===== src/design/lss_pkg.sv =====
// Package: register map, selector codes and timing constants for the LED source select block
package lss_pkg;

	// ************************************************************
	// Register map
	// ************************************************************
	// Registers sit two 32-bit words apart (index 0x018 and 0x01A): byte address is four times the index
	localparam logic [9:0]  LSS_SRC_CFG_IDX   = 10'h018;
	localparam logic [9:0]  LSS_BLINK_CFG_IDX = 10'h01A;
	localparam logic [11:0] LSS_SRC_CFG_OFF   = {LSS_SRC_CFG_IDX, 2'b00};
	localparam logic [11:0] LSS_BLINK_CFG_OFF = {LSS_BLINK_CFG_IDX, 2'b00};

	// ************************************************************
	// Field positions and reset values
	// ************************************************************
	localparam int          LSS_SEL_W        = 4;
	localparam int          LSS_IND0_LSB     = 0;
	localparam int          LSS_IND1_LSB     = 4;
	localparam int          LSS_IND2_LSB     = 8;
	localparam int          LSS_GPIO_LSB     = 12;
	localparam logic [15:0] LSS_SRC_CFG_RST  = 16'h6150;
	localparam logic [1:0]  LSS_BLINK_RST    = 2'h0;

	// ************************************************************
	// Selector codes
	// ************************************************************
	localparam logic [3:0] LSS_SEL_LINK     = 4'h0;
	localparam logic [3:0] LSS_SEL_ACT      = 4'h1;
	localparam logic [3:0] LSS_SEL_TX_ACT   = 4'h2;
	localparam logic [3:0] LSS_SEL_RX_ACT   = 4'h3;
	localparam logic [3:0] LSS_SEL_GIG_COL  = 4'h5;
	localparam logic [3:0] LSS_SEL_LINK100  = 4'h6;
	localparam logic [3:0] LSS_SEL_LINK10   = 4'h7;
	localparam logic [3:0] LSS_SEL_LINK10_100 = 4'h8;
	localparam logic [3:0] LSS_SEL_LINK100_1G = 4'h9;
	localparam logic [3:0] LSS_SEL_FDX      = 4'hA;
	localparam logic [3:0] LSS_SEL_LINK_BLINK = 4'hB;
	localparam logic [3:0] LSS_SEL_ANY_ERR  = 4'hD;
	localparam logic [3:0] LSS_SEL_RX_ERR   = 4'hE;

	// ************************************************************
	// Timing
	// ************************************************************
	localparam longint LSS_CLK_HZ       = 10000000;
	localparam longint LSS_HALF_20HZ_MS = 25;
	localparam longint LSS_HALF_10HZ_MS = 50;
	localparam longint LSS_HALF_5HZ_MS  = 100;
	localparam longint LSS_HALF_2HZ_MS  = 250;
	localparam int LSS_HALF_20HZ_CYC = int'(LSS_CLK_HZ * LSS_HALF_20HZ_MS / 1000);
	localparam int LSS_HALF_10HZ_CYC = int'(LSS_CLK_HZ * LSS_HALF_10HZ_MS / 1000);
	localparam int LSS_HALF_5HZ_CYC  = int'(LSS_CLK_HZ * LSS_HALF_5HZ_MS / 1000);
	localparam int LSS_HALF_2HZ_CYC  = int'(LSS_CLK_HZ * LSS_HALF_2HZ_MS / 1000);

	// Link speed encoding
	typedef enum logic [1:0] {
		LSS_SPD_10   = 2'h0,
		LSS_SPD_100  = 2'h1,
		LSS_SPD_1000 = 2'h2
	} lss_speed_t;

endpackage : lss_pkg


===== src/design/lss_blinker.sv =====
// Blink square wave generator with selectable half period
`timescale 1ns/1ps
module lss_blinker #(
	parameter int HALF_20HZ = lss_pkg::LSS_HALF_20HZ_CYC,
	parameter int HALF_10HZ = lss_pkg::LSS_HALF_10HZ_CYC,
	parameter int HALF_5HZ  = lss_pkg::LSS_HALF_5HZ_CYC,
	parameter int HALF_2HZ  = lss_pkg::LSS_HALF_2HZ_CYC
) (
	input  wire logic       pclk,
	input  wire logic       presetn,
	input  wire logic [1:0] rate,
	output logic            blink
);
	import lss_pkg::*;

	logic [23:0] cnt_r;
	logic [23:0] half_w;

	always_comb begin
		case (rate)
			2'h0:    half_w = 24'(HALF_20HZ);
			2'h1:    half_w = 24'(HALF_10HZ);
			2'h2:    half_w = 24'(HALF_5HZ);
			default: half_w = 24'(HALF_2HZ);
		endcase
	end

	// Divider toggles the wave every half period; rate change takes effect at once
	always_ff @(posedge pclk or negedge presetn) begin
		if (!presetn) begin
			cnt_r <= 24'h00_0000;
			blink <= 1'b0;
		end else if (cnt_r >= half_w - 24'h00_0001) begin
			cnt_r <= 24'h00_0000;
			blink <= ~blink;
		end else begin
			cnt_r <= cnt_r + 24'h00_0001;
		end
	end
endmodule : lss_blinker


===== src/design/lss_top.sv =====
// LED source select: APB register file and per-pin indication multiplexer
`timescale 1ns/1ps
// Summary of operation
// - Four 4-bit selectors in one register: GPIO 15:12, pin2 11:8, pin1 7:4, pin0 3:0.
// - Code 0001 any activity, 0010 transmit activity, 0011 receive activity.
// - Code 0110 lights while a 100 Mbps link is up.
// - Code 0111 lights while a 10 Mbps link is up.
// - Code 1000 lights while link is up at 10 or 100 Mbps.
// - Code 1001 lights while link is up at 100 or 1000 Mbps.
// - On pins 0 to 2, code 0101 lights while a gigabit link is up.
// - Code 0000 link up, 1011 link with activity blink, 1010 full duplex.
// - Code 1101 on receive or transmit error, 1110 on receive error only.
// - Blink rate from 2-bit setting: 2, 5, 10 Hz, or 20 Hz by default.
module lss_top #(
	parameter int HALF_20HZ = lss_pkg::LSS_HALF_20HZ_CYC,
	parameter int HALF_10HZ = lss_pkg::LSS_HALF_10HZ_CYC,
	parameter int HALF_5HZ  = lss_pkg::LSS_HALF_5HZ_CYC,
	parameter int HALF_2HZ  = lss_pkg::LSS_HALF_2HZ_CYC
) (
	input  wire logic              pclk,
	input  wire logic              presetn,
	input  wire logic              psel,
	input  wire logic              penable,
	input  wire logic              pwrite,
	input  wire logic [11:0]       paddr,
	input  wire logic [31:0]       pwdata,
	input  wire logic [3:0]        pstrb,
	output logic      [31:0]       prdata,
	output logic                   pready,
	output logic                   pslverr,
	input  wire logic              link_up,
	input  wire lss_pkg::lss_speed_t link_speed,
	input  wire logic              full_duplex,
	input  wire logic              tx_active,
	input  wire logic              rx_active,
	input  wire logic              collision,
	input  wire logic              tx_error,
	input  wire logic              rx_error,
	output logic                   indicator0_pin,
	output logic                   indicator1_pin,
	output logic                   indicator2_pin,
	output logic                   gpio_indicator_pin
);
	import lss_pkg::*;

	// ************************************************************
	// APB register file
	// ************************************************************
	logic [15:0] led_source_config_r;
	logic [1:0]  indicator_blink_rate_r;
	logic        wr_en;
	logic        hit_src;
	logic        hit_blink;

	assign pready    = 1'b1;
	assign hit_src   = (paddr == LSS_SRC_CFG_OFF);
	assign hit_blink = (paddr == LSS_BLINK_CFG_OFF);
	assign wr_en     = psel && penable && pwrite;
	// Unmapped addresses answer with an error rather than silently aliasing
	assign pslverr   = psel && penable && !(hit_src || hit_blink);

	always_ff @(posedge pclk or negedge presetn) begin
		if (!presetn) begin
			led_source_config_r <= LSS_SRC_CFG_RST;
		end else if (wr_en && hit_src) begin
			if (pstrb[0]) begin
				led_source_config_r[7:0] <= pwdata[7:0];
			end
			if (pstrb[1]) begin
				led_source_config_r[15:8] <= pwdata[15:8];
			end
		end
	end

	always_ff @(posedge pclk or negedge presetn) begin
		if (!presetn) begin
			indicator_blink_rate_r <= LSS_BLINK_RST;
		end else if (wr_en && hit_blink && pstrb[0]) begin
			indicator_blink_rate_r <= pwdata[1:0];
		end
	end

	// Read data registered in the setup cycle so it is stable for the access phase
	always_ff @(posedge pclk or negedge presetn) begin
		if (!presetn) begin
			prdata <= 32'h0000_0000;
		end else if (psel && !penable && !pwrite) begin
			if (hit_src) begin
				prdata <= {16'h0000, led_source_config_r};
			end else if (hit_blink) begin
				prdata <= {30'h0000_0000, indicator_blink_rate_r};
			end else begin
				prdata <= 32'h0000_0000;
			end
		end
	end

	// ************************************************************
	// Indication sources
	// ************************************************************
	logic blink;
	logic lnk10;
	logic lnk100;
	logic lnk1g;
	logic [3:0] pin_lvl;

	lss_blinker #(
		.HALF_20HZ (HALF_20HZ),
		.HALF_10HZ (HALF_10HZ),
		.HALF_5HZ  (HALF_5HZ),
		.HALF_2HZ  (HALF_2HZ)
	) lss_blinker_inst (
		.pclk    (pclk),
		.presetn (presetn),
		.rate    (indicator_blink_rate_r),
		.blink   (blink)
	);

	assign lnk10  = link_up && (link_speed == LSS_SPD_10);
	assign lnk100 = link_up && (link_speed == LSS_SPD_100);
	assign lnk1g  = link_up && (link_speed == LSS_SPD_1000);

	// ************************************************************
	// Per-pin multiplexer
	// ************************************************************
	// Pin outputs are registered, adding one cycle of latency, invisible at LED rates
	for (genvar i = 0; i < 4; i++) begin : g_pin
		logic [3:0] sel;
		logic       ind;
		logic       drv_r;
		assign sel = led_source_config_r[i*LSS_SEL_W +: LSS_SEL_W];
		always_comb begin
			case (sel)
				LSS_SEL_LINK:       ind = link_up;
				LSS_SEL_ACT:        ind = tx_active || rx_active;
				LSS_SEL_TX_ACT:     ind = tx_active;
				LSS_SEL_RX_ACT:     ind = rx_active;
				LSS_SEL_GIG_COL:    ind = (i == 3) ? collision : lnk1g;
				LSS_SEL_LINK100:    ind = lnk100;
				LSS_SEL_LINK10:     ind = lnk10;
				LSS_SEL_LINK10_100: ind = lnk10 || lnk100;
				LSS_SEL_LINK100_1G: ind = lnk100 || lnk1g;
				LSS_SEL_FDX:        ind = link_up && full_duplex;
				// Blink dims the lit LED only while traffic flows
				LSS_SEL_LINK_BLINK: ind = link_up && !((tx_active || rx_active) && blink);
				LSS_SEL_ANY_ERR:    ind = rx_error || tx_error;
				LSS_SEL_RX_ERR:     ind = rx_error;
				default:            ind = 1'b0;
			endcase
		end
		always_ff @(posedge pclk or negedge presetn) begin
			if (!presetn) begin
				drv_r <= 1'b0;
			end else begin
				drv_r <= ind;
			end
		end
		// Each pin has its own flop so no vector is written from several processes
		assign pin_lvl[i] = drv_r;
	end

	assign indicator0_pin     = pin_lvl[0];
	assign indicator1_pin     = pin_lvl[1];
	assign indicator2_pin     = pin_lvl[2];
	assign gpio_indicator_pin = pin_lvl[3];
endmodule : lss_top


===== config.mk =====
export PLATFORM = sky130hd
export DESIGN_NAME = lss_top
export DESIGN_NICKNAME = d
export VERILOG_FILES = /design/src/design/lss_pkg.sv /design/src/design/lss_blinker.sv /design/src/design/lss_top.sv
export SDC_FILE = /design/constraint.sdc
export NUM_CORES = 1
export LEC_CHECK = 0
export ABC_AREA = 1
export BUFFER_PORTS_ARGS = -buffer_cell sky130_fd_sc_hd__buf_2
export CORE_MARGIN = 5
export CORE_UTILIZATION = 50
export CTS_BUF_LIST = sky130_fd_sc_hd__clkbuf_16
export DETAILED_ROUTE_END_ITERATION = 6
export GPL_ROUTABILITY_DRIVEN = 0
export PLACE_DENSITY_LB_ADDON = 0.08
export SLEW_MARGIN = 0
export SYNTH_ARGS = -nofsm -noshare
export SYNTH_HDL_FRONTEND = slang
export SYNTH_SLANG_ARGS = --single-unit

===== constraint.sdc =====
create_clock -name pclk -period 1.9 [get_ports pclk]
set_input_delay 0.38 -clock pclk [delete_from_list [all_inputs] [get_ports pclk]]
set_output_delay 0.38 -clock pclk [all_outputs]
set_load 0.01 [all_outputs]

==> metrics.yaml <==
grt_util_all_layers_pct: 21.5
drt-met1-wl_mm: 5.44
irDropWorstVdd_v: 0.000400
drive_gt1_share_pct: 27.1
antenna_found_initial: 0
routedWlPerCell_um: 14.1
grt_overflow: 0
path_clk_slew_ps: 50
top_layer_used: "met4"
max_freq_ghz: 0.473
hold_violations: 0
synth_warnings: 0
rsz0062_at_grt: "true"
dr_wl_met3_mm: 1.05
grt_pass1_wl_mm: 19.1
chipWidth_um: 104
io_buffer_count: 64
drv_cap: 0
insertion_delay_ps: 330
worstPathRequired_ps: 2120
coreArea_sq_um: 8640
start_util_pct: 50.8
period_minus_slack_ps: 2110
power.total_mw: 3.21
wl_met2_mm: 4.86
yosys.cell_types.count: 36
r2r-start: "indicator_blink_rate_r[1]"
cts.sinks: 63
rr_worst_depth: 11
dr.first_iter.drc_count: 337
detail_route.vias_per_cell: 5.16
cp_max_fo: 6
antenna_left: 0
syn_avg_cell_area_sq_um: 7.22
drc: 0
cts-root-buf: "clkbuf_16"
min_from: "pwdata[13]"
crit_path_start: "indicator_blink_rate_r[1]"
worst_slew_pin_slew_ps: 570
netlist_instances: 607
crit_type: "reg2reg"
finalWorstSetupSlack_ps: -212
cts_tree: "built"
syn-cell-area_sq_um: 4380
violations: "negative setup slack"
final_nets: 789
synth_seq_cells: 63
power_leakage_nw: 2.78
holdCritPathClass: "in2reg"
area_growth_pct: 26.3
h-tree-depth: 3
grt_max_degree: 30
setup.worst_path.end_class: "register"
die_y_um: 104
antennaDiodeCount: 0
hold_depth: 3
drt-pass1-iter-count: 5
pin_count: 100
finalCritPeriodShare_pct: 111
die_area_sq_um: 10700
utilization_pct: 64.1
rows: 34
cts_buffers: 9
post-dp-hpwl_mm: 8.59
status: "complete, but fails checks"
relSlewSlack_pct: 61.6
yosysSeqAreaShare_pct: 36.1
maxSlewViolCount: 0
setup_viol: 24
power_density_nw_per_um2: 580
grt_pass1_vias: 3988
finalClockSkew_ps: 7.37
startpoint_type: "register"
fillerInstances: 758
num_vias: 4210
crit_arrival_ps: 2330
drt_wl_total_mm: 11.5
cts_buffer_depth: 2
critical path: stages, from the launching register on:
cell and delay (ps):
dfrtp_2 490, inv_4 130, ha_4 200, ha_1 300, inv_1 70, nor2_2 130
nand3_1 110, nand3_2 90, nand2_2 70, nand3_4 100, bufbuf_16 270, nor2_2 30
cell type report:
type | count | area [sq um] | share of cell area (%)
Clock inverter | 7 | 58.8 | 1.06
Inverter | 82 | 323 | 5.83
Clock buffer | 9 | 225 | 4.07
Sequential cell | 63 | 1590 | 28.6
Tap cell | 108 | 135 | 2.44
Multi-Input combinational cell | 455 | 2590 | 46.8
Timing Repair Buffer | 92 | 619 | 11.2
report_power, final:
part	switching (mW)	total, mW	internal [mW]	leakage, nW
logic	0.162	0.267	0.105	1.79
registers	0.00832	1.37	1.36	0.843
clock network	0.584	1.58	0.995	0.145
layer usage:
metal	up-vias	GRT usage [%]
li1	2086	-
met1	1912	32.2
met2	193	30.8
met3	19	4.48
met4	0	7.03
met5	-	0
kinds of logic after synthesis:
family / count (synthesis) / synth area share, %
compound gates: 44 / 7.08
xor+xnor: 12 / 2.40
fa+ha+maj: 24 / 6.85
buf+inv: 106 / 11.3
flops: 63 / 36.1
other cells: 2 / 0.171
simple gates: 356 / 36.1
repair_timing:
action / CTS / global route
hold buffers: 1 / 0
setup buffers: 5 / 0
endpoints found under the hold margin: 13 / 0
gates resized for setup: 40 / 10
gates cloned: 1 / 0
setup endpoints to repair: 24 / 24
pin swaps: 13 / 12
synth_stat cells (all sizes together):
cell     count  area share [%]
nor3        15             2.3
conb         2            0.17
nand4       14             2.0
ha          24             6.8
or2          1            0.14
nand3       50             6.2
a21o         1            0.17
nand2      196              17
o22ai        3            0.43
buf         24             4.3
nor2        80             8.2
xor2        10             2.0
o31ai       13             3.3
a21oi        9             1.0
xnor2        2            0.40
inv         82             7.1
dfrtp       58              33
o21bai       1            0.17
o21ai       16             1.8
o2bb2ai      1            0.20
dfstp        5             3.0
stage by stage:
step           hold WS (ps)  area, sq um  TNS [ps]  instances  worst slack [ps]
6_report                271         5540     -4640        816              -212
3_5_place_dp            334         4940     -3870        793              -186
4_1_cts                 267         5500     -3610        816              -170
2_1_floorplan          84.4         4480         0        624              3.90
5_1_grt                 291         5540     -5990        816              -265
3_3_place_gp            330         4940     -3090        793              -145
cell usage in the layout, fill, tap and decap left out, types with 13 or more instances in the layout:
cell / netlist / final
conb_1: 2 / 19
nand4_1: 14 / 14
buf_4: 17 / 19
ha_1: 24 / 13
buf_2: 2 / 64
inv_1: 79 / 75
nand2_1: 190 / 187
nor2_2: 14 / 26
nor2_1: 63 / 49
nand3_1: 47 / 45
dfrtp_1: 58 / 56
registers in the layout (all words and copies together), names as in the netlist:
| name | flops |
|---|---|
| lss_blinker_inst.cnt_r | 24 |
| led_source_config_r | 16 |
| prdata | 16 |
| indicator_blink_rate_r | 2 |
| gpio_indicator_pin | 1 |
| indicator0_pin | 1 |
| indicator1_pin | 1 |
| indicator2_pin | 1 |
| lss_blinker_inst.blink | 1 |
worst paths after layout:
| path | endpoint | slack (ps) |
|---|---|---|
| min in group asynchronous | lss_blinker_inst.cnt_r[2] | 510 |
| setup / recovery | lss_blinker_inst.cnt_r[11] | -210 |
| max in group asynchronous | indicator2_pin | 780 |
| hold reg to reg | prdata[2] | 480 |
| setup reg to reg | lss_blinker_inst.cnt_r[11] | -210 |
| hold / removal | led_source_config_r[13] | 270 |
Note: power is estimated with default switching activity, not from simulation.
